==> config.mk <==
export PLATFORM = sky130hd
export DESIGN_NAME = elcam_monitor
export DESIGN_NICKNAME = d
export VERILOG_FILES = /design/src/core/elcam_pkg.sv /design/src/core/elcam_monitor.sv /design/src/core/elcam_decode.sv
export SDC_FILE = /design/constraint.sdc
export NUM_CORES = 1
export LEC_CHECK = 0
export ABC_CLOCK_PERIOD_IN_PS = 1950
export BUFFER_PORTS_ARGS = -buffer_cell sky130_fd_sc_hd__buf_4
export CAP_MARGIN = 0
export CORE_MARGIN = 2
export CORE_UTILIZATION = 45
export DETAILED_ROUTE_END_ITERATION = 10
export GPL_ROUTABILITY_DRIVEN = 0
export HOLD_SLACK_MARGIN = 0.15
export PLACE_DENSITY = 0.69
export SKIP_CTS_REPAIR_TIMING = 1
export SLEW_MARGIN = 10
export SYNTH_ARGS = -nofsm -noshare
export SYNTH_HDL_FRONTEND = slang
export SYNTH_SLANG_ARGS = --single-unit
export TNS_END_PERCENT = 1
==> constraint.sdc <==
create_clock -name SYS_CLK_I -period 1.95 [get_ports SYS_CLK_I]
set_clock_uncertainty 0.1 [all_clocks]
set_input_delay 0.39 -clock SYS_CLK_I [delete_from_list [all_inputs] [get_ports SYS_CLK_I]]
set_output_delay 0.39 -clock SYS_CLK_I [all_outputs]
set_load 0.02 [all_outputs]
==> src/core/elcam_pkg.sv <==
// constants, field positions and carrier types of the line alarm monitor
// assumes one received line bit per system clock cycle
//
// Notes on behaviour
// interrupt output asserts when an enabled indication reports an event.
// reset clears the four interrupt enables, so no interrupt follows reset.
// pending bits 7..4 latch events and all clear on a status read.
// plain decoding flags a violation on two successive same-polarity marks.
// strict mode flags a repeat-polarity violation or one lacking two spaces.
// polarity-only option flags only two same-polarity successive violations.
// signal-absent pending sets when the absence status changes either way.
// signature pending sets on two spaces then opposite-polarity violation.
// four-zero pending sets whenever four spaces arrive in a row.
// absence status sets when space run exceeds threshold, clears on a mark.
// strict-absence enable raises interrupt when strict status changes.
// strict-absence pending sets on status change, clears on register read.
// strict alarm sets over threshold, ends after 255 periods without 0000.
// thresholds are 10 or 15 for select 00, then 31, 63 and 175.
// plain select stops substitution; else signatures decode as four zeros.
// interrupt is the OR of enabled pending bits, held until cleared.

package elcam_pkg;

    // ***************************************************************
    // register bus
    // ***************************************************************
    localparam int ADDR_W = 8;
    localparam int DATA_W = 8;

    localparam logic [ADDR_W-1:0] CFG_ADDR = 8'h10;
    localparam logic [ADDR_W-1:0] EN_ADDR = 8'h11;
    localparam logic [ADDR_W-1:0] STAT_ADDR = 8'h12;
    localparam logic [ADDR_W-1:0] ALT_ADDR = 8'h13;

    // ***************************************************************
    // field positions
    // ***************************************************************
    localparam int CFG_PLAIN_BIT = 7;
    localparam int CFG_SEL_HI_BIT = 6;
    localparam int CFG_SEL_LO_BIT = 5;
    localparam int CFG_POL_BIT = 1;
    localparam int EV_HI_BIT = 7;
    localparam int EV_LO_BIT = 4;
    localparam int STAT_ABSENT_BIT = 0;
    localparam int ALT_EN_BIT = 7;
    localparam int ALT_PEND_BIT = 6;
    localparam int ALT_STAT_BIT = 0;

    // ***************************************************************
    // reset values and counts
    // ***************************************************************
    localparam logic [3:0] EN_RST = 4'h0;
    localparam logic [3:0] PEND_RST = 4'h0;
    localparam logic [7:0] RUN_RST = 8'h00;
    localparam logic [7:0] RUN_MAX = 8'hFF;
    localparam logic [7:0] THR_SUBST = 8'h0A;
    localparam logic [7:0] THR_PLAIN = 8'h0F;
    localparam logic [7:0] THR_SEL1 = 8'h1F;
    localparam logic [7:0] THR_SEL2 = 8'h3F;
    localparam logic [7:0] THR_SEL3 = 8'hAF;
    localparam logic [7:0] QUIET_PERIODS = 8'hFF;
    localparam logic [7:0] Z4_LEN = 8'h04;
    localparam logic [7:0] BPV_GAP = 8'h02;

    // ***************************************************************
    // types
    // ***************************************************************
    typedef struct packed {
        logic plain;
        logic pol_only;
        logic [1:0] thr_sel;
    } elcam_cfg_t;

    localparam elcam_cfg_t CFG_RST = '{plain: 1'b0, pol_only: 1'b0,
                                       thr_sel: 2'h0};

    typedef struct packed {
        logic viol;
        logic sig;
        logic z4;
        logic mark;
        logic data;
    } elcam_evt_t;

    typedef enum logic {
        ALT_CLEAR,
        ALT_DECLARED
    } elcam_alt_state_t;

endpackage

==> src/core/elcam_monitor.sv <==
// line code alarm monitor top: rail synchronisers, registers, interrupt
// assumes rails are asynchronous pins, one bit period per clock cycle

module elcam_monitor
    import elcam_pkg::*;
(
    input wire logic SYS_CLK_I,
    input wire logic RESET_I,
    input wire logic RX_POSITIVE_RAIL_I,
    input wire logic RX_NEGATIVE_RAIL_I,
    input wire logic [ADDR_W-1:0] REG_ADDR_I,
    input wire logic [DATA_W-1:0] REG_WDATA_I,
    input wire logic REG_WR_I,
    input wire logic REG_RD_I,
    output logic [DATA_W-1:0] REG_RDATA_O,
    output logic DECODED_DATA_O,
    output logic INTERRUPT_OUT_N_O
);

    // ***************************************************************
    // helpers
    // ***************************************************************
    function automatic logic bus_hit(
        input logic strobe,
        input logic [ADDR_W-1:0] addr,
        input logic [ADDR_W-1:0] target
    );
        return strobe && (addr == target);
    endfunction

    function automatic logic [7:0] absent_threshold(input elcam_cfg_t c);
        logic [7:0] t;
        t = c.plain ? THR_PLAIN : THR_SUBST;
        case (c.thr_sel)
            2'h1: t = THR_SEL1;
            2'h2: t = THR_SEL2;
            2'h3: t = THR_SEL3;
            default: t = c.plain ? THR_PLAIN : THR_SUBST;
        endcase
        return t;
    endfunction

    // ***************************************************************
    // declarations
    // ***************************************************************
    logic [1:0] pos_sync_r;
    logic [1:0] neg_sync_r;
    elcam_cfg_t cfg_r;
    logic [3:0] en_r;
    logic alt_en_r;
    logic [3:0] pend_r;
    logic [3:0] pend_set;
    logic [3:0] pend_clr;
    logic alt_pend_r;
    logic absent_r;
    logic absent_nxt;
    elcam_alt_state_t alt_state_r;
    elcam_alt_state_t alt_nxt;
    logic alt_on;
    logic [7:0] quiet_r;
    logic [7:0] thr;
    logic [7:0] space_run;
    elcam_evt_t ev;
    logic [DATA_W-1:0] rd_mux;
    logic [DATA_W-1:0] rdata_r;
    logic data_r;
    logic irq_n_r;
    logic wr_cfg;
    logic wr_en;
    logic wr_stat;
    logic wr_alt;
    logic rd_stat;
    logic rd_alt;

    assign wr_cfg = bus_hit(REG_WR_I, REG_ADDR_I, CFG_ADDR);
    assign wr_en = bus_hit(REG_WR_I, REG_ADDR_I, EN_ADDR);
    assign wr_stat = bus_hit(REG_WR_I, REG_ADDR_I, STAT_ADDR);
    assign wr_alt = bus_hit(REG_WR_I, REG_ADDR_I, ALT_ADDR);
    assign rd_stat = bus_hit(REG_RD_I, REG_ADDR_I, STAT_ADDR);
    assign rd_alt = bus_hit(REG_RD_I, REG_ADDR_I, ALT_ADDR);

    // ***************************************************************
    // rail synchronisers
    // ***************************************************************
    always_ff @(posedge SYS_CLK_I or posedge RESET_I)
    begin
        if (RESET_I)
        begin
            pos_sync_r <= 2'h0;
            neg_sync_r <= 2'h0;
        end
        else
        begin
            pos_sync_r <= {pos_sync_r[0], RX_POSITIVE_RAIL_I};
            neg_sync_r <= {neg_sync_r[0], RX_NEGATIVE_RAIL_I};
        end
    end

    elcam_decode u_decode (
        .clk_i(SYS_CLK_I),
        .rst_i(RESET_I),
        .pos_i(pos_sync_r[1]),
        .neg_i(neg_sync_r[1]),
        .cfg_i(cfg_r),
        .evt_o(ev),
        .space_run_o(space_run)
    );

    // ***************************************************************
    // control registers
    // ***************************************************************
    always_ff @(posedge SYS_CLK_I or posedge RESET_I)
    begin
        if (RESET_I)
        begin
            cfg_r <= CFG_RST;
        end
        else if (wr_cfg)
        begin
            cfg_r.plain <= REG_WDATA_I[CFG_PLAIN_BIT];
            cfg_r.thr_sel <= {REG_WDATA_I[CFG_SEL_HI_BIT],
                              REG_WDATA_I[CFG_SEL_LO_BIT]};
            cfg_r.pol_only <= REG_WDATA_I[CFG_POL_BIT];
        end
    end

    always_ff @(posedge SYS_CLK_I or posedge RESET_I)
    begin
        if (RESET_I)
        begin
            en_r <= EN_RST;
            alt_en_r <= 1'b0;
        end
        else
        begin
            if (wr_en)
            begin
                en_r <= REG_WDATA_I[EV_HI_BIT:EV_LO_BIT];
            end
            if (wr_alt)
            begin
                alt_en_r <= REG_WDATA_I[ALT_EN_BIT];
            end
        end
    end

    // ***************************************************************
    // signal absence
    // ***************************************************************
    assign thr = absent_threshold(cfg_r);
    assign absent_nxt = (space_run > thr) | (absent_r & ~ev.mark);

    always_ff @(posedge SYS_CLK_I or posedge RESET_I)
    begin
        if (RESET_I)
        begin
            absent_r <= 1'b0;
        end
        else
        begin
            absent_r <= absent_nxt;
        end
    end

    // ***************************************************************
    // strict signal absence
    // ***************************************************************
    // every period from the fourth zero of a run of zeros on restarts the wait,
    // so a dead line can never time the alarm out
    always_ff @(posedge SYS_CLK_I or posedge RESET_I)
    begin
        if (RESET_I)
        begin
            quiet_r <= RUN_RST;
        end
        else if (ev.z4 || space_run >= Z4_LEN)
        begin
            quiet_r <= RUN_RST;
        end
        else if (quiet_r != QUIET_PERIODS)
        begin
            quiet_r <= quiet_r + 8'h01;
        end
    end

    always_comb
    begin
        alt_nxt = alt_state_r;
        case (alt_state_r)
            ALT_CLEAR:
            begin
                if (space_run > thr)
                begin
                    alt_nxt = ALT_DECLARED;
                end
            end
            ALT_DECLARED:
            begin
                if (quiet_r == QUIET_PERIODS)
                begin
                    alt_nxt = ALT_CLEAR;
                end
            end
            default: alt_nxt = ALT_CLEAR;
        endcase
    end

    always_ff @(posedge SYS_CLK_I or posedge RESET_I)
    begin
        if (RESET_I)
        begin
            alt_state_r <= ALT_CLEAR;
        end
        else
        begin
            alt_state_r <= alt_nxt;
        end
    end

    assign alt_on = (alt_state_r == ALT_DECLARED);

    // ***************************************************************
    // pending bits; a set in the clearing cycle survives
    // ***************************************************************
    assign pend_set = {ev.viol, absent_nxt != absent_r, ev.sig, ev.z4};
    assign pend_clr = rd_stat ? 4'hF :
                      wr_stat ? REG_WDATA_I[EV_HI_BIT:EV_LO_BIT] : 4'h0;

    always_ff @(posedge SYS_CLK_I or posedge RESET_I)
    begin
        if (RESET_I)
        begin
            pend_r <= PEND_RST;
        end
        else
        begin
            pend_r <= pend_set | (pend_r & ~pend_clr);
        end
    end

    always_ff @(posedge SYS_CLK_I or posedge RESET_I)
    begin
        if (RESET_I)
        begin
            alt_pend_r <= 1'b0;
        end
        else if (alt_nxt != alt_state_r)
        begin
            alt_pend_r <= 1'b1;
        end
        else if (rd_alt || (wr_alt && REG_WDATA_I[ALT_PEND_BIT]))
        begin
            alt_pend_r <= 1'b0;
        end
    end

    // ***************************************************************
    // interrupt
    // ***************************************************************
    always_ff @(posedge SYS_CLK_I or posedge RESET_I)
    begin
        if (RESET_I)
        begin
            irq_n_r <= 1'b1;
        end
        else
        begin

            irq_n_r <= ~(|(pend_r & en_r) | (alt_pend_r & alt_en_r));
        end
    end

    // ***************************************************************
    // read path
    // ***************************************************************
    always_comb
    begin
        rd_mux = '0;
        case (REG_ADDR_I)
            CFG_ADDR:
            begin
                rd_mux[CFG_PLAIN_BIT] = cfg_r.plain;
                rd_mux[CFG_SEL_HI_BIT] = cfg_r.thr_sel[1];
                rd_mux[CFG_SEL_LO_BIT] = cfg_r.thr_sel[0];
                rd_mux[CFG_POL_BIT] = cfg_r.pol_only;
            end
            EN_ADDR: rd_mux[EV_HI_BIT:EV_LO_BIT] = en_r;
            STAT_ADDR:
            begin
                rd_mux[EV_HI_BIT:EV_LO_BIT] = pend_r;
                rd_mux[STAT_ABSENT_BIT] = absent_r;
            end
            ALT_ADDR:
            begin
                rd_mux[ALT_EN_BIT] = alt_en_r;
                rd_mux[ALT_PEND_BIT] = alt_pend_r;
                rd_mux[ALT_STAT_BIT] = alt_on;
            end
            default: rd_mux = '0;
        endcase
    end

    always_ff @(posedge SYS_CLK_I or posedge RESET_I)
    begin
        if (RESET_I)
        begin
            rdata_r <= '0;
            data_r <= 1'b0;
        end
        else
        begin
            rdata_r <= REG_RD_I ? rd_mux : '0;
            data_r <= ev.data;
        end
    end

    assign REG_RDATA_O = rdata_r;
    assign DECODED_DATA_O = data_r;
    assign INTERRUPT_OUT_N_O = irq_n_r;
endmodule

==> src/core/elcam_decode.sv <==
// bipolar line decoder: violations, signatures, space runs, substitution
// assumes synchronised rails, one bit period per clock cycle

module elcam_decode
    import elcam_pkg::*;
(
    input wire logic clk_i,
    input wire logic rst_i,
    input wire logic pos_i,
    input wire logic neg_i,
    input wire elcam_cfg_t cfg_i,
    output elcam_evt_t evt_o,
    output logic [7:0] space_run_o
);

    logic mark;
    logic pol;
    logic bpv;
    logic two_sp;
    logic same_bpv;
    logic viol;
    logic sig;
    logic have_mark_r;
    logic last_pol_r;
    logic have_bpv_r;
    logic bpv_pol_r;
    logic [7:0] run_r;
    logic [7:0] run_nxt;
    logic [3:0] sr_r;
    logic [3:0] sr_nxt;
    elcam_evt_t evt_r;

    // both rails high at once is taken as a positive mark
    assign mark = pos_i | neg_i;
    assign pol = pos_i;
    assign bpv = mark & have_mark_r & (pol == last_pol_r);
    assign two_sp = run_r >= BPV_GAP;
    assign same_bpv = have_bpv_r & (pol == bpv_pol_r);
    assign sig = bpv & two_sp & ~same_bpv;
    assign run_nxt = mark ? RUN_RST :
                     (run_r == RUN_MAX) ? run_r : run_r + 8'h01;

    always_comb
    begin
        if (cfg_i.plain)
        begin
            viol = bpv;
        end
        else if (cfg_i.pol_only)
        begin
            viol = bpv & same_bpv;
        end
        else
        begin
            viol = bpv & (same_bpv | ~two_sp);
        end
    end

    // a signature wipes itself and the three bits before it
    always_comb
    begin
        sr_nxt = {sr_r[2:0], mark};
        if (sig && !cfg_i.plain)
        begin
            sr_nxt = 4'h0;
        end
    end

    // ***************************************************************
    // line history
    // ***************************************************************
    always_ff @(posedge clk_i or posedge rst_i)
    begin
        if (rst_i)
        begin
            have_mark_r <= 1'b0;
            last_pol_r <= 1'b0;
            have_bpv_r <= 1'b0;
            bpv_pol_r <= 1'b0;
        end
        else
        begin
            if (mark)
            begin
                have_mark_r <= 1'b1;
                last_pol_r <= pol;
            end
            if (bpv)
            begin
                have_bpv_r <= 1'b1;
                bpv_pol_r <= pol;
            end
        end
    end

    always_ff @(posedge clk_i or posedge rst_i)
    begin
        if (rst_i)
        begin
            run_r <= RUN_RST;
            sr_r <= 4'h0;
            evt_r <= '0;
        end
        else
        begin
            run_r <= run_nxt;
            sr_r <= sr_nxt;
            evt_r.viol <= viol;
            evt_r.sig <= sig;
            evt_r.z4 <= !mark && (run_nxt == Z4_LEN);
            evt_r.mark <= mark;
            evt_r.data <= sr_nxt[3];
        end
    end

    assign evt_o = evt_r;
    assign space_run_o = run_r;
endmodule

==> metrics.yaml, run 1 <==
status: "complete, but fails checks"
violations: "negative setup slack"
async_reset_ff_frac: 1.00
rows: 28
p_leak_nw: 1.47
drive_above_1_share: 0.229
worstPathRequired_ns: 2.08
netlist_top_cells_area: "dfrtp_1 51%, ha_1 5.1%, nor2_1 3.9%, mux2_2 3.7%, o21ai_0 2.6%"
area_delta_synth_final_pct: 17.5
pre_cts_ws_ns: -0.143
nNetsFinal: 325
synth_warnings: 0
totalWireLength_microns: 5180
vias: 2007
die_w_microns: 81.6
maxSlewViolCount: 0
grt_setup_unrepaired: "true"
num_io_pins: 32
grtUsageTotal: 0.168
n_antenna_cell: 0
setup_slack_ns: -0.0655
endpoint_kind: "flop"
syn_area_sq_um: 2710
peakVddDrop_uv: 468
finalCritPeriodShare: 1.03
yosysMostFrequentCell: "dfrtp_1"
crit_path_start_kind: "flop"
numCtsBuffers: 5
first_pass_iters: 4
netlist.area_leader.share: 0.508
whs_ns: 0.211
seq_area_frac_synth: 0.518
gr-total-overflow: 0
synth_enable_flop_cells: 0
drv_cap: 0
p_total_mw: 2.46
fin_crit_ns: 2.02
synth_seq_cells: 56
avgViaCountPerCell: 5.45
avgSynthCellArea_sq_um: 10.7
p_per_area_nw_per_um2: 774
antenna_found_initial: 0
synth_commonest_cells: "55 x dfrtp_1, 28 x nor2_1, 14 x inv_1, 14 x o21ai_0"
worstPathMaxFanout: 3
die_h_microns: 81.6
synth.largest_area_cell: "dfrtp_1"
critical_path_arrival_ns: 2.15
io_buffers: 26
coreArea_sq_um: 5850
drtAntennaViolNets: 0
ys.flop_type: "dfrtp_1"
clockRootBuffer: "clkbuf_8"
initial_core_util: 0.463
grt_pass1_vias: 1875
ys_types: 52
clkSlewWorstSetupHoldPaths_ns: 0.11
grt_max_degree: 41
clock_latency_ns: 0.31
hold_violations: 0
finalSetupViolations: 3
hold_path.class: "in2reg"
worstSetupPathType: "reg2reg"
max_freq_mhz: 496
dieArea_sq_um: 6650
wl_per_cell_microns: 14.1
drtIter0Drc: 91
place_hpwl_microns: 3680
htree_num_levels: 2
grt_pass1_wl_microns: 8560
cts_buffer_depth: 2
drc: 0
cts_sinks: 56
cts_tree: "done"
syn_inst: 253
-- worst paths after layout --
kind,startpoint,endpoint,slack (ns),cells past startpoint
worst max-delay path,cfg_r[0],pend_r[2],-0.07,7
worst min-delay path,REG_WDATA_I[1],cfg_r[2],0.21,2
worst max register to register,cfg_r[0],pend_r[2],-0.07,7
worst min register to register,u_decode.evt_o[0],DECODED_DATA_O,0.25,0
max in group asynchronous,RESET_I,INTERRUPT_OUT_N_O,0.65,4
min in group asynchronous,RESET_I,u_decode.have_mark_r,0.51,3
-- registers in the layout, summed over array words and instances (netlist names), 2 cells and up --
| name | count |
|---|---|
| quiet_r | 8 |
| u_decode.evt_o | 5 |
| en_r | 4 |
| u_decode.space_run_o | 8 |
| pos_sync_r | 2 |
| cfg_r | 4 |
| REG_RDATA_O | 6 |
| neg_sync_r | 2 |
| pend_r | 4 |
| u_decode.sr_r | 3 |
-- layer usage --
metal / up-vias / global-route usage / routed length, microns
met2: 57 / 0.272 / 2490
met1: 976 / 0.226 / 2380
met3: 6 / 0.0297 / 243
li1: 968 / - / -
met5: - / 0 / 0
met4: 0 / 0.0633 / 62
-- power breakdown --
| part | switching [mW] | internal [mW] | total (mW) | leakage [nW] |
|---|---|---|---|---|
| Clock | 0.391 | 0.292 | 0.683 | 0.0516 |
| Combinational | 0.204 | 0.193 | 0.396 | 0.722 |
| Sequential | 0.103 | 1.28 | 1.38 | 0.694 |
-- cell families (layout without fill, tap and decap cells) --
family | after synthesis | after routing | share of synthesized area
AND/OR/NAND/NOR | 94 | 94 | 0.194
flip-flops | 56 | 56 | 0.518
AO/OA/AOI/OAI | 46 | 46 | 0.107
buffers and inverters | 22 | 61 | 0.0337
multiplexers | 17 | 17 | 0.0762
adder cells (fa/ha/maj) | 11 | 11 | 0.0508
XOR/XNOR | 6 | 6 | 0.0194
other | 1 | 2 | 0.00138
-- critical path, stage by stage, from the launching register on --
cell      delay, ns
dfrtp_1        0.42
ha_1           0.22
nor2_1         0.12
ha_1           0.25
a211o_1        0.29
a21o_1         0.19
o21a_1         0.19
o211ai_1       0.17
-- metrics by stage --
step                cell area, sq um  setup TNS [ns]  std cells  utilization
floorplan                       2710               0        254            -
global placement                3050          -0.220        357        0.521
detailed placement              3050          -0.458        357        0.521
CTS                             3150          -0.589        365        0.538
global route                    3180          -0.499        368        0.544
finish                          3180          -0.129        368        0.544
-- layout by cell type (no fill, tap or decap), drive strengths merged, types with 2 or more instances in the layout --
cell and instances:
or3 2, mux2 9, and4b 2, mux2i 6
a21o 2, nor3b 3, and2 5, xnor2 3
conb 2, nor2b 2, nand4 4, nor3 6
nand3b 2, nand2b 5, a211oi 2, nor4b 2
ha 11, clkbuf 6, buf 36, mux4 2
a31oi 4, dlygate4sd3 3, nor2 28, and3 7
nand2 11, inv 15, a21oi 11, dfrtp 55
o21a 2, nand3 11, xor2 3, o21ai 15
o211ai 2
-- cell type report --
type	count	area (sq um)
Clock buffer	6	82.6
Clock inverter	2	13.8
Sequential cell	56	1400
Inverter	14	52.6
Timing Repair Buffer	39	313
Tap cell	75	93.8
Fill cell	535	2670
Multi-Input combinational cell	176	1220
(Power assumes the default switching activity.)
==> run 2, diff against run 1 <==
- SKIP_CTS_REPAIR_TIMING: 1 -> default
==> run 2 against run 1 <==
The flow still finishes with violations (negative setup slack). Core utilization grew 0.83 points. Cell count did not move. Via count shrank 0.25%. Clock-buffer cell count unchanged. Critical path type unchanged. Final area grew 1.5%. Sequential share of layout area decreased by 0.63 points. Global-route usage increased by 0.094 points. Die area stayed put. Maximum frequency grew 1.3%. First-iteration DRC count fell by 3.3%. Flip-flop and latch count unchanged.
==> metrics.yaml, run 2 (same netlist as run 1, synthesis figures left out) <==
dp_cells: 357  # unchanged
post_cts_buffers: 0
io_buffers: 26  # unchanged
worstSetupPathType: "reg2reg"  # unchanged
fin_crit_ns: 1.99  # was 2.02 ns
hold_path.class: "in2reg"  # unchanged
setup_slack_ns: -0.0390  # was -0.0655 ns
cts_tree: "done"  # unchanged
worstPathRequired_ns: 2.05  # was 2.08 ns
drtIter0Drc: 88  # was 91
worst_path_max_delay_cell: "dfrtp_2"  # was dfrtp_1
finalSetupViolations: 3  # unchanged
finalCritPeriodShare: 1.02  # was 1.03
num_io_pins: 32  # unchanged
p_leak_nw: 1.47  # about the same
totalWireLength_microns: 5220  # was 5180 microns
cts_sinks: 56  # unchanged
htree_num_levels: 2  # unchanged
path_cells: "ha_2 -> nor2_2 -> ha_1 -> a211o_1 -> a21o_1 -> o21ai_2 -> o221ai_1"  # was ha_1 -> nor2_1 -> ha_1 -> a211o_1 -> a21o_1 -> o21a_1 -> o211ai_1
initial_core_util: 0.463  # unchanged
final_common_cell: "dfrtp_1"  # unchanged
die_h_microns: 81.6  # unchanged
endpoint_kind: "flop"  # unchanged
clkSlewWorstSetupHoldPaths_ns: 0.11  # about the same
hold_violations: 0  # unchanged
clock_latency_ns: 0.31  # about the same
p_per_area_nw_per_um2: 766  # was 774 nW/um^2
first_pass_iters: 4  # unchanged
maxSlewViolCount: 0  # unchanged
p_total_mw: 2.48  # was 2.46 mW
crit_family: "compound AO/OA/AOI/OAI gates"  # unchanged
final_util: 0.552  # was 0.544
nNetsFinal: 325  # unchanged
avgViaCountPerCell: 5.44  # was 5.45
max_freq_mhz: 503  # was 496 MHz
final.setup.tns_ns: -0.0541  # was -0.129 ns
reg2reg_from: "cfg_r[1]"  # was cfg_r[0]
clockRootBuffer: "clkbuf_8"  # unchanged
grtUsageTotal: 0.169  # was 0.168
vias: 2002  # was 2007
area_delta_synth_final_pct: 19.3  # was 17.5%
drive_above_1_share: 0.256  # was 0.229
numCtsBuffers: 5  # unchanged
fin_cells: 368  # unchanged
wl_per_cell_microns: 14.2  # was 14.1 microns
peakVddDrop_uv: 468  # about the same
antenna_found_initial: 0  # unchanged
coreArea_sq_um: 5850  # unchanged
crit_buf_inv: 0  # unchanged
critical_path_arrival_ns: 2.09  # was 2.15 ns
grt_pass1_wl_microns: 8610  # was 8560 microns
place_hpwl_microns: 3680  # unchanged
dieArea_sq_um: 6650  # unchanged
critPathLaunch: "cfg_r[1]"  # was cfg_r[0]
rows: 28  # unchanged
cts_buffer_depth: 2  # unchanged
status: "complete, but fails checks"  # unchanged
grt_max_degree: 41  # unchanged
violations: "negative setup slack"  # unchanged
drc: 0  # unchanged
cpPeakStageDelay_ns: 0.45  # was 0.42 ns
n_antenna_cell: 0  # unchanged
drtAntennaViolNets: 0  # unchanged
final_cell_mix: "54 x dfrtp_1, 35 x buf_4, 27 x nor2_1"  # was 55 x dfrtp_1, 35 x buf_4, 28 x nor2_1
gr-total-overflow: 0  # unchanged
fill_cells: 530  # was 535
grt_pass1_vias: 1883  # was 1875
grt_setup_unrepaired: "true"  # unchanged
min_from: "REG_WDATA_I[1]"  # unchanged
crit_path_start_kind: "flop"  # unchanged
die_w_microns: 81.6  # unchanged
worstPathMaxFanout: 4  # was 3
drv_cap: 0  # unchanged
run 2: cell counts in the layout (fill, tap and decap cells not counted):
Identical to the previous run, type by type.
run 2: per-layer routing:
metal	routed length, microns	GRT usage	part of all wire	vias to the layer above
li1	-	-	-	968
met1	2430	0.227	0.47	992
met2	2540	0.274	0.49	36
met3	191	0.0297	0.037	6
met4	61	0.0633	0.012	0
met5	0	0	0	-
run 2: timing repair:
action,4_1_cts,5_1_grt
hold buffers,3,0
setup endpoints to repair,4,4
endpoints found under the hold margin,18,0
resized for setup,11,3
pin swaps,12,2
run 2: final cells by class:
| class | instances | area, sq um | area share |
|---|---|---|---|
| well taps | 75 | 93.8 | 0.0290 |
| multi-input cells | 176 | 1270 | 0.393 |
| clock buffers | 6 | 82.6 | 0.0256 |
| inverters | 14 | 52.6 | 0.0163 |
| flip-flops and latches | 56 | 1400 | 0.435 |
| repair buffers | 39 | 313 | 0.0968 |
| clock inverters | 2 | 13.8 | 0.00426 |
run 2: path summary, 6_finish.rpt:
check	endpoint	slack, ns	cells past startpoint
min reg2reg	DECODED_DATA_O	0.25	0
max	alt_pend_r	-0.04	7
min	cfg_r[2]	0.21	2
min in group asynchronous	u_decode.have_mark_r	0.51	3
max reg2reg	alt_pend_r	-0.04	7
max in group asynchronous	INTERRUPT_OUT_N_O	0.65	4
run 2: through the flow:
step / hold WS, ns / worst slack (ns) / cell area, sq um
global route: 0.204 / -0.125 / 3230
global placement: 0.233 / -0.0812 / 3050
floorplan: 0.231 / 0.0324 / 2710
detailed placement: 0.238 / -0.143 / 3050
CTS: 0.211 / -0.0564 / 3230
finish: 0.210 / -0.0390 / 3230
run 2: worst reg2reg max path, stage by stage, from the launching register on:
cell and delay, ns:
dfrtp_2 0.45, ha_2 0.21, nor2_2 0.10, ha_1 0.24
a211o_1 0.26, a21o_1 0.19, o21ai_2 0.19, o221ai_1 0.15
run 2: report_power, final:
| group | internal, mW | total, mW | leakage (nW) | switching [mW] |
|---|---|---|---|---|
| combinational | 0.199 | 0.407 | 0.725 | 0.208 |
| clock | 0.292 | 0.684 | 0.0516 | 0.392 |
| sequential | 1.28 | 1.38 | 0.693 | 0.104 |
| total | 1.77 | 2.48 | 1.47 | 0.704 |
